**config.mk**
```make
export PLATFORM = sky130hd
export DESIGN_NAME = auss_core
export DESIGN_NICKNAME = d
export VERILOG_FILES = /design/src/hdl/auss_pkg.sv /design/src/hdl/auss_core.sv
export SDC_FILE = /design/constraint.sdc
export NUM_CORES = 1
export LEC_CHECK = 0
export ABC_CLOCK_PERIOD_IN_PS = 3880
export BUFFER_PORTS_ARGS = -buffer_cell sky130_fd_sc_hd__buf_2
export CAP_MARGIN = 10
export CORE_AREA = 2 2 237 239
export CTS_CLUSTER_DIAMETER = 120
export DETAILED_ROUTE_END_ITERATION = 16
export DIE_AREA = 0 0 239 241
export PLACE_DENSITY = 0.4
export SLEW_MARGIN = 20
export SYNTH_ARGS = -nofsm -noshare
export SYNTH_HDL_FRONTEND = slang
export SYNTH_SLANG_ARGS = --single-unit
```
**constraint.sdc**
```tcl
create_clock -name clk_i -period 3.88 [get_ports clk_i]
set_input_delay 0.776 -clock clk_i [delete_from_list [all_inputs] [get_ports clk_i]]
set_output_delay 0.776 -clock clk_i [all_outputs]
set_load 0.01 [all_outputs]
```
**src/hdl/auss_pkg.sv**
```systemverilog
package auss_pkg;

	// ***************************************************************
	// register byte offsets
	// ***************************************************************
	localparam logic [5:0] ADR_CMD     = 6'h00;
	localparam logic [5:0] ADR_FEAT    = 6'h04;
	localparam logic [5:0] ADR_SCNT    = 6'h08;
	localparam logic [5:0] ADR_SNUM    = 6'h0c;
	localparam logic [5:0] ADR_CYL_LO  = 6'h10;
	localparam logic [5:0] ADR_CYL_HI  = 6'h14;
	localparam logic [5:0] ADR_DEVHEAD = 6'h18;
	localparam logic [5:0] ADR_DATA    = 6'h1c;
	localparam logic [5:0] ADR_STATUS  = 6'h20;
	localparam logic [5:0] ADR_CTRL    = 6'h24;
	localparam logic [5:0] ADR_MODE    = 6'h28;

	// ***************************************************************
	// opcodes and subcommands
	// ***************************************************************
	localparam logic [7:0] OP_UNLOCK   = 8'hf2;
	localparam logic [7:0] OP_ERASE    = 8'hf4;
	localparam logic [7:0] OP_SETFEAT  = 8'hef;
	localparam logic [3:0] OP_SEEK_HI  = 4'h7;

	localparam logic [7:0] SF_8BIT_ON  = 8'h01;
	localparam logic [7:0] SF_8BIT_OFF = 8'h81;
	localparam logic [7:0] SF_WC_ON    = 8'h02;
	localparam logic [7:0] SF_WC_OFF   = 8'h82;
	localparam logic [7:0] SF_XFER     = 8'h03;
	localparam logic [7:0] SF_APM_ON   = 8'h05;
	localparam logic [7:0] SF_APM_OFF  = 8'h85;
	localparam logic [7:0] SF_EXT_ON   = 8'h09;
	localparam logic [7:0] SF_EXT_OFF  = 8'h89;
	localparam logic [7:0] SF_PL1_ON   = 8'h0a;
	localparam logic [7:0] SF_PL1_OFF  = 8'h8a;
	localparam logic [7:0] SF_RLA_OFF  = 8'h55;
	localparam logic [7:0] SF_RLA_ON   = 8'haa;
	localparam logic [7:0] SF_POR_OFF  = 8'h66;
	localparam logic [7:0] SF_POR_ON   = 8'hcc;
	localparam logic [7:0] SF_NOP_A    = 8'h69;
	localparam logic [7:0] SF_NOP_B    = 8'h96;
	localparam logic [7:0] SF_COMPAT   = 8'h97;
	localparam logic [7:0] SF_CURSRC   = 8'h9a;
	localparam logic [7:0] SF_LONG4    = 8'hbb;

	// ***************************************************************
	// transfer type codes, levels, counts
	// ***************************************************************
	localparam logic [4:0] XT_PIO_DEF  = 5'h00;
	localparam logic [4:0] XT_PIO_FC   = 5'h01;
	localparam logic [4:0] XT_MDMA     = 5'h04;
	localparam logic [4:0] XT_UDMA     = 5'h08;
	localparam logic [2:0] XM_DEF      = 3'h0;
	localparam logic [2:0] XM_NOIORDY  = 3'h1;
	localparam logic [2:0] PIO_IORDY   = 3'h3;
	localparam logic [7:0] APM_MIN     = 8'h01;
	localparam logic [7:0] APM_MAX     = 8'hfe;
	localparam logic [2:0] UNLOCK_INIT = 3'h5;
	localparam logic [7:0] PW_FIRST    = 8'h01;
	localparam logic [7:0] PW_LAST     = 8'h10;
	localparam logic [7:0] SECT_LAST   = 8'hff;

	// ***************************************************************
	// reset values
	// ***************************************************************
	localparam logic [2:0] PIO_RST     = 3'h0;
	localparam logic [2:0] DMA_RST     = 3'h0;
	localparam logic       WC_RST      = 1'b1;
	localparam logic       RLA_RST     = 1'b1;
	localparam logic       POR_RST     = 1'b1;
	localparam logic [7:0] CUR_RST     = 8'hff;

	// ***************************************************************
	// status and control bit positions
	// ***************************************************************
	localparam int ST_BUSY  = 0;
	localparam int ST_DRQ   = 1;
	localparam int ST_ERR   = 2;
	localparam int ST_ABRT  = 3;
	localparam int ST_IDNF  = 4;
	localparam int ST_LOCK  = 5;
	localparam int ST_LMAX  = 6;
	localparam int ST_CNT   = 8;
	localparam int CT_LOCK  = 0;
	localparam int CT_LMAX  = 1;

	typedef enum logic [1:0] {
		AUSS_IDLE  = 2'b00,
		AUSS_XFER  = 2'b01,
		AUSS_EVAL  = 2'b11,
		AUSS_FLUSH = 2'b10
	} auss_state_t;

endpackage

```
**src/hdl/auss_core.sv**
```systemverilog
`timescale 1ns/1ps

module auss_core
	import auss_pkg::*;
#(
	parameter int          PIO_MAX   = 4,
	parameter int          MDMA_MAX  = 2,
	parameter int          UDMA_MAX  = 4,
	parameter bit          DMA_OK    = 1'b1,
	parameter bit          NOIORDY   = 1'b1,
	parameter logic [27:0] LBA_TOTAL = 28'h0400000,
	parameter logic [15:0] CYL_TOTAL = 16'h3fff,
	parameter logic [3:0]  HEAD_MAX  = 4'hf,
	parameter logic [7:0]  CUR_LOW   = 8'h01,
	parameter logic [7:0]  CUR_HIGH  = 8'hff
)(
	input  wire logic          clk_i,
	input  wire logic          rst_i,
	input  wire logic          wb_cyc_i,
	input  wire logic          wb_stb_i,
	input  wire logic          wb_we_i,
	input  wire logic [5:0]    wb_adr_i,
	input  wire logic [3:0]    wb_sel_i,
	input  wire logic [31:0]   wb_dat_i,
	input  wire logic [255:0]  user_pw_i,
	input  wire logic [255:0]  master_pw_i,
	input  wire logic          flush_done_i,
	output logic [31:0]        wb_dat_o,
	output logic               wb_ack_o,
	output logic               iordy_en_o,
	output logic               io16_en_o,
	output logic               wcache_en_o,
	output logic               flush_req_o,
	output logic               apm_en_o,
	output logic [7:0]         apm_level_o,
	output logic               udma_sel_o,
	output logic [2:0]         dma_mode_o,
	output logic [2:0]         pio_mode_o
);

	// ***************************************************************
	// state
	// ***************************************************************
	typedef struct packed {
		auss_state_t fsm;
		logic        ack;
		logic [31:0] rdat;
		logic [7:0]  cmd;
		logic [7:0]  feat;
		logic [7:0]  scnt;
		logic [7:0]  snum;
		logic [7:0]  cyl_lo;
		logic [7:0]  cyl_hi;
		logic [7:0]  devhead;
		logic        busy;
		logic        drq;
		logic        err;
		logic        abrt;
		logic        idnf;
		logic        locked;
		logic        lvl_max;
		logic [2:0]  tries;
		logic [7:0]  wcnt;
		logic        ident;
		logic        mism_u;
		logic        mism_m;
		logic [2:0]  pio;
		logic        noiordy;
		logic        udma;
		logic [2:0]  dma;
		logic        mode8;
		logic        wcache;
		logic        flush;
		logic        apm;
		logic [7:0]  apm_lvl;
		logic        rla;
		logic        por;
		logic [7:0]  cur_src;
		logic        iordy;
	} auss_regs_t;

	auss_regs_t st_reg;
	auss_regs_t st_next;

	// ***************************************************************
	// helpers
	// ***************************************************************
	function automatic logic [15:0] pw_word(input logic [255:0] pw,
		input logic [3:0] idx);
		pw_word = pw[{idx, 4'h0} +: 16];
	endfunction

	function automatic logic mode_ok(input logic [2:0] m, input int top);
		mode_ok = (32'(m) <= top);
	endfunction

	logic        wb_go;
	logic        wr_go;
	logic [7:0]  wm1;
	logic [27:0] seek_lba;
	logic [15:0] seek_cyl;
	logic [4:0]  xtype;
	logic [2:0]  xmode;

	always_comb
	begin
		wb_go    = wb_cyc_i && wb_stb_i && !st_reg.ack;
		wr_go    = wb_go && wb_we_i;
		wm1      = st_reg.wcnt - PW_FIRST;
		seek_lba = {st_reg.devhead[3:0], st_reg.cyl_hi, st_reg.cyl_lo,
			st_reg.snum};
		seek_cyl = {st_reg.cyl_hi, st_reg.cyl_lo};
		xtype    = st_reg.scnt[7:3];
		xmode    = st_reg.scnt[2:0];
	end

	// ***************************************************************
	// next state
	// ***************************************************************
	always_comb
	begin
		st_next       = st_reg;
		st_next.ack   = wb_go;
		st_next.rdat  = 32'h0000_0000;

		// bus reads
		if (wb_go && !wb_we_i)
		begin
			unique case (wb_adr_i)
				ADR_FEAT:    st_next.rdat = {24'h000000, st_reg.feat};
				ADR_SCNT:    st_next.rdat = {24'h000000, st_reg.scnt};
				ADR_SNUM:    st_next.rdat = {24'h000000, st_reg.snum};
				ADR_CYL_LO:  st_next.rdat = {24'h000000, st_reg.cyl_lo};
				ADR_CYL_HI:  st_next.rdat = {24'h000000, st_reg.cyl_hi};
				ADR_DEVHEAD: st_next.rdat = {24'h000000, st_reg.devhead};
				ADR_CMD:     st_next.rdat = {24'h000000, st_reg.cmd};
				ADR_STATUS:
				begin
					st_next.rdat[ST_BUSY] = st_reg.busy;
					st_next.rdat[ST_DRQ]  = st_reg.drq;
					st_next.rdat[ST_ERR]  = st_reg.err;
					st_next.rdat[ST_ABRT] = st_reg.abrt;
					st_next.rdat[ST_IDNF] = st_reg.idnf;
					st_next.rdat[ST_LOCK] = st_reg.locked;
					st_next.rdat[ST_LMAX] = st_reg.lvl_max;
					st_next.rdat[ST_CNT +: 3] = st_reg.tries;
				end
				ADR_CTRL:
				begin
					st_next.rdat[CT_LOCK] = st_reg.locked;
					st_next.rdat[CT_LMAX] = st_reg.lvl_max;
				end
				ADR_MODE:
					st_next.rdat = {st_reg.cur_src, st_reg.apm_lvl, 3'h0,
						st_reg.por, st_reg.rla, st_reg.apm, st_reg.wcache,
						st_reg.mode8, st_reg.noiordy, st_reg.udma,
						st_reg.dma, st_reg.pio};
				default:     st_next.rdat = 32'h0000_0000;
			endcase
		end

		// task file writes while idle
		if (wr_go && wb_sel_i[0] && !st_reg.busy)
		begin
			unique case (wb_adr_i)
				ADR_FEAT:    st_next.feat    = wb_dat_i[7:0];
				ADR_SCNT:    st_next.scnt    = wb_dat_i[7:0];
				ADR_SNUM:    st_next.snum    = wb_dat_i[7:0];
				ADR_CYL_LO:  st_next.cyl_lo  = wb_dat_i[7:0];
				ADR_CYL_HI:  st_next.cyl_hi  = wb_dat_i[7:0];
				ADR_DEVHEAD: st_next.devhead = wb_dat_i[7:0];
				default:     st_next.feat    = st_reg.feat;
			endcase
		end

		// ***********************************************************
		// command sequencer
		// ***********************************************************
		unique case (st_reg.fsm)
			AUSS_IDLE:
			begin
				if (wr_go && wb_sel_i[0] && wb_adr_i == ADR_CMD)
				begin
					st_next.cmd  = wb_dat_i[7:0];
					st_next.err  = 1'b0;
					st_next.abrt = 1'b0;
					st_next.idnf = 1'b0;
					if (wb_dat_i[7:0] == OP_UNLOCK)
					begin
						if (st_reg.tries == 3'h0)
						begin
							st_next.err  = 1'b1;
							st_next.abrt = 1'b1;
						end
						else
						begin
							st_next.busy   = 1'b1;
							st_next.drq    = 1'b1;
							st_next.wcnt   = 8'h00;
							st_next.mism_u = 1'b0;
							st_next.mism_m = 1'b0;
							st_next.fsm    = AUSS_XFER;
						end
					end
					else if (wb_dat_i[7:4] == OP_SEEK_HI)
					begin
						if (st_reg.devhead[6] ? (seek_lba >= LBA_TOTAL)
							: (seek_cyl >= CYL_TOTAL ||
							st_reg.devhead[3:0] > HEAD_MAX))
						begin
							st_next.err  = 1'b1;
							st_next.idnf = 1'b1;
						end
					end
					else if (wb_dat_i[7:0] == OP_SETFEAT)
					begin
						unique case (st_reg.feat)
							SF_8BIT_ON:  st_next.mode8 = 1'b1;
							SF_8BIT_OFF: st_next.mode8 = 1'b0;
							SF_WC_ON:    st_next.wcache = 1'b1;
							SF_WC_OFF:
							begin
								st_next.wcache = 1'b0;
								st_next.flush  = 1'b1;
								st_next.busy   = 1'b1;
								st_next.fsm    = AUSS_FLUSH;
							end
							SF_XFER:
							begin
								if (xtype == XT_PIO_DEF && xmode == XM_DEF)
								begin
									st_next.pio     = PIO_RST;
									st_next.noiordy = 1'b0;
								end
								else if (xtype == XT_PIO_DEF &&
									xmode == XM_NOIORDY && NOIORDY)
								begin
									st_next.pio     = PIO_RST;
									st_next.noiordy = 1'b1;
								end
								else if (xtype == XT_PIO_FC &&
									mode_ok(xmode, PIO_MAX))
								begin
									st_next.pio     = xmode;
									st_next.noiordy = 1'b0;
								end
								else if (xtype == XT_MDMA && DMA_OK &&
									mode_ok(xmode, MDMA_MAX))
								begin
									st_next.udma = 1'b0;
									st_next.dma  = xmode;
								end
								else if (xtype == XT_UDMA && DMA_OK &&
									mode_ok(xmode, UDMA_MAX))
								begin
									st_next.udma = 1'b1;
									st_next.dma  = xmode;
								end
								else
								begin
									st_next.err  = 1'b1;
									st_next.abrt = 1'b1;
								end
							end
							SF_APM_ON:
							begin
								if (st_reg.scnt >= APM_MIN &&
									st_reg.scnt <= APM_MAX)
								begin
									st_next.apm     = 1'b1;
									st_next.apm_lvl = st_reg.scnt;
								end
								else
								begin
									st_next.err  = 1'b1;
									st_next.abrt = 1'b1;
								end
							end
							SF_APM_OFF:  st_next.apm = 1'b0;
							SF_RLA_OFF:  st_next.rla = 1'b0;
							SF_RLA_ON:   st_next.rla = 1'b1;
							SF_POR_OFF:  st_next.por = 1'b0;
							SF_POR_ON:   st_next.por = 1'b1;
							SF_CURSRC:
							begin
								st_next.cur_src = st_reg.scnt;
								st_next.cyl_lo  = CUR_LOW;
								st_next.cyl_hi  = CUR_HIGH;
							end
							SF_NOP_A, SF_NOP_B, SF_COMPAT: ;
							SF_EXT_ON, SF_EXT_OFF, SF_PL1_ON,
							SF_PL1_OFF, SF_LONG4: ;
							default:
							begin
								st_next.err  = 1'b1;
								st_next.abrt = 1'b1;
							end
						endcase
					end
					else
					begin
						// erase unit and unknown opcodes are refused here
						st_next.err  = 1'b1;
						st_next.abrt = 1'b1;
					end
				end
			end
			AUSS_XFER:
			begin
				if (wr_go && wb_adr_i == ADR_DATA && wb_sel_i[1:0] == 2'h3)
				begin
					if (st_reg.wcnt == 8'h00)
						st_next.ident = wb_dat_i[0];
					else if (st_reg.wcnt <= PW_LAST)
					begin
						if (wb_dat_i[15:0] != pw_word(user_pw_i, wm1[3:0]))
							st_next.mism_u = 1'b1;
						if (wb_dat_i[15:0] != pw_word(master_pw_i, wm1[3:0]))
							st_next.mism_m = 1'b1;
					end
					st_next.wcnt = st_reg.wcnt + 8'h01;
					if (st_reg.wcnt == SECT_LAST)
					begin
						st_next.drq = 1'b0;
						st_next.fsm = AUSS_EVAL;
					end
				end
			end
			AUSS_EVAL:
			begin
				st_next.busy = 1'b0;
				st_next.fsm  = AUSS_IDLE;
				if (!st_reg.locked)
					st_next.tries = st_reg.tries;
				else if (st_reg.ident && st_reg.lvl_max)
				begin
					st_next.err  = 1'b1;
					st_next.abrt = 1'b1;
				end
				else if (st_reg.ident ? st_reg.mism_m : st_reg.mism_u)
				begin
					st_next.err   = 1'b1;
					st_next.abrt  = 1'b1;
					st_next.tries = st_reg.tries - 3'h1;
				end
				else
					st_next.locked = 1'b0;
			end
			AUSS_FLUSH:
			begin
				if (flush_done_i)
				begin
					st_next.flush = 1'b0;
					st_next.busy  = 1'b0;
					st_next.fsm   = AUSS_IDLE;
				end
			end
		endcase

		// control register; a lock set beats an unlock clear
		if (wr_go && wb_sel_i[0] && wb_adr_i == ADR_CTRL)
		begin
			if (wb_dat_i[CT_LOCK])
				st_next.locked = 1'b1;
			st_next.lvl_max = wb_dat_i[CT_LMAX];
		end

		st_next.iordy = (st_next.pio >= PIO_IORDY) || !st_next.noiordy;
	end

	// ***************************************************************
	// registers
	// ***************************************************************
	always_ff @(posedge clk_i)
	begin
		if (rst_i)
		begin
			st_reg         <= '0;
			st_reg.fsm     <= AUSS_IDLE;
			st_reg.tries   <= UNLOCK_INIT;
			st_reg.pio     <= PIO_RST;
			st_reg.dma     <= DMA_RST;
			st_reg.wcache  <= WC_RST;
			st_reg.rla     <= RLA_RST;
			st_reg.por     <= POR_RST;
			st_reg.cur_src <= CUR_RST;
			st_reg.iordy   <= 1'b1;
		end
		else
			st_reg <= st_next;
	end

	// ***************************************************************
	// outputs
	// ***************************************************************
	always_comb
	begin
		wb_dat_o    = st_reg.rdat;
		wb_ack_o    = st_reg.ack;
		iordy_en_o  = st_reg.iordy;
		io16_en_o   = !st_reg.mode8;
		wcache_en_o = st_reg.wcache;
		flush_req_o = st_reg.flush;
		apm_en_o    = st_reg.apm;
		apm_level_o = st_reg.apm_lvl;
		udma_sel_o  = st_reg.udma;
		dma_mode_o  = st_reg.dma;
		pio_mode_o  = st_reg.pio;
	end

endmodule

```
==> results by group <==
Setup path
  – Worst setup SP type: flip-flop
  – Slowest cell delay on critical path: about 480 ps
  – Delay-heaviest family, CP: simple AND/OR/NAND/NOR gates
  – CP max FO: 43
  – Crit-path slowest cell: ha_4
  – Critical path arrival: 3690 ps
  – Required time of the critical path: 4190 ps
  – Most frequent CP cell: nor3_1
  – CP cell instances: inv_2, ha_4, buf_12, buf_4, mux4_2, mux2i_1, nor3_1, nor3_1, nand3_1, nor4_1, a31oi_1
  – Crit path buffers/inverters: 3
  – Crit Path Category: flip-flop to flip-flop
  – Element type at the critical path end: flip-flop

Hold path
  – Worst Hold Class: flip-flop to flip-flop

Placed design
  – Post-DP HPWL: approximately 53000 microns
  – GP Congestion: just over 0.9
  – Port Buffer Count: between 500 and 600
  – Post-Place Cells: 2458

Clocking
  – Sink Count: between 100 and 150
  – CTS Root Cell: clkbuf_16
  – CTS tree: yes
  – Clock transition at path regs: 60 ps
  – Clk buf depth: 2
  – Clk_lat worst skew: roughly 440 ps
  – # hold bufs at CTS: 0
  – CTS resizes: 0
  – Setup bufs post-CTS: 0
  – Total CTS buffers: 17
  – H-Tree Depth: 4

Synth
  – FF+latch count, synth: 140
  – Post-synthesis adder-cell area fraction: less than 1%
  – Synth area leaders: dfxtp_1, mux4_2, mux2i_1
  – Yosys top cell by area: dfxtp_1
  – Post-synth cell types: between 80 and 90
  – Main combinational cell family by area after synthesis: multiplexers
  – Post-synthesis mux area share: 30.8%
  – Share of the synthesized area in the top cell type: a little under a quarter
  – Yosys warns: 0
  – Synth Instances: between 1000 and 1500
  – EDFF count, synth: 0
  – Synth Area in Simple Gates: a little over a fifth
  – Post-synthesis xor/xnor area fraction: about 1.7%
  – Syn_area_per_cell: roughly 9.4 sq um
  – Synth Cell Area: roughly 12000 sq um
  – Post-synthesis async set-or-reset flop share: 0%
  – Primary FF master, synth: dfxtp_1
  – Compound-Gate Fraction of Synth Area: between 10% and 20%
  – Sequential share of the synthesized area: 23.7%

Cells and area
  – Fin util: just under 30%
  – Number of fill cells: 5929
  – Commonest non-fill, non-tap cell in the layout: buf_2
  – Final nets: around 2300
  – Area of the multi-input gates: around 8100 sq um
  – Most frequent cells in the layout: buf_2, dfxtp_1, mux4_2, nand2_1, nor2_1
  – Share of cells above drive strength 1: between 40% and 50%
  – Max FFs per register: 63
  – Post-route insts no fill: 2500
  – Area growth syn-to-layout: 34.1%
  – Reg area: between 2000 and 3000 sq um

Floorplanning
  – Initial core utilization: between 20% and 30%
  – Core Footprint: about 55000 sq um
  – IO Pins: ~600
  – Die Y: about 240 microns
  – FP Rows: 86
  – DIE WIDTH: approximately 240 microns
  – Die area: between 50000 and 60000 sq um

Flow run
  – Max cap viols: 0

Routing
  – Routed Antenna Nets: 0
  – Via/cell ratio: just over 5
  – Final wirelength: about 64000 microns
  – First DRT Iteration DRCs: 824
  – WL/cell: between 20 and 30 microns
  – DRC: 0
  – Total number of vias: ~13000
  – DRT Pass-1 Iters: 7

Timing
  – Setup Skew: roughly 14 ps
  – Final max-slew violation count: 0
  – Crit share post-route: between 80% and 90%
  – RSZ-0062 raised after global routing: false
  – Setup TNS: 0 ps
  – Max frequency: between 200 and 300 MHz
  – Post-layout min period: 3390 ps
  – Setup violators final: 0
  – Slew @ Worst Pin: between 1000 and 1500 ps
  – Hold Fails Final Rpt: 0
  – Slew margin rel.: roughly a third

Pwr
  – Maximum VDD drop: 262 uV
  – Pwr/cell area: 239 nW/um^2
  – Pleak: between 6 and 7 nW

Global routing
  – First-pass GRT wire length: 89300 microns
  – Total global-route track usage: 21.6%
  – Initial antenna violation count: 24
  – Gr ovfl total: 0
  – Vias in the first global route: 12700
  – Largest net degree at the start of global routing: 86

Run status
  – Status: finished clean
-- metrics by stage --
stage               power (mW)  setup slack, ps  hold slack (ps)  cell area (sq um)
global placement          2.10              360              444              15200
finish                    3.80              495              456              15900
CTS                       3.85              319              457              15900
detailed placement        2.11              332              446              15300
global route              3.95              303              474              15900
floorplan                 1.69              730              427              11900
-- kinds of logic after synthesis --
group	Yosys count
flops	140
compound gates	235
xor+xnor	19
other cells	1
buf+inv	170
fa+ha+maj	4
simple gates	483
mux	207
-- layout make-up --
cell class / count / area share, %
Sequential cell: 140 / 17.7
Multi-Input combinational cell: 951 / 50.8
Clock buffer: 20 / 2.87
Inverter: 16 / 0.378
Clock inverter: 12 / 0.992
Timing Repair Buffer: 647 / 21.6
Antenna cell: 10 / 0.157
Tap cell: 704 / 5.54
-- cells in the mapped netlist (6+ instances only) --
cell type  number
mux2i_1        81
a211oi_1       11
mux4_1          8
a31oi_1        11
nor2b_1        11
and3_1         25
buf_4          53
and2_1         23
nand4b_1        7
nand4_1        21
xnor2_1         8
mux4_2        115
a21oi_1        71
or4_1           8
o21ai_0        32
nand2_1       107
a22oi_1        28
xor2_1          9
o22ai_1         6
buf_2          21
nor4_1         16
buf_6           7
nand2b_1       11
nand3b_1       14
o211ai_1       13
nor4b_1         7
inv_1          15
nor2_1         86
clkbuf_1       62
nor3b_1        14
nand3_1        76
nor3_1         30
dfxtp_1       140
-- power breakdown --
part / internal [mW] / total [mW] / switching (mW)
registers: 1.44 / 1.44 / 0.000793
clock network: 1.05 / 1.73 / 0.677
logic: 0.338 / 0.636 / 0.298
total: 2.83 / 3.80 / 0.976
-- path summary, 6_finish.rpt --
check,endpoint,slack [ps],from,cells after the start
hold reg to reg,wb_dat_o[25],460,st_reg[2],1
setup reg to reg,st_reg[32],490,st_reg[34],11
hold / removal,wb_dat_o[25],460,st_reg[2],1
setup / recovery,st_reg[32],490,st_reg[34],11
-- layer usage --
layer	up-vias	GRT usage, %	wire [microns]
met1	6317	26.6	26200
met3	76	4.19	3440
met5	-	0	59
met4	10	7.56	1530
li1	5839	-	-
met2	478	37.7	33200
(Power assumes the default switching activity.)
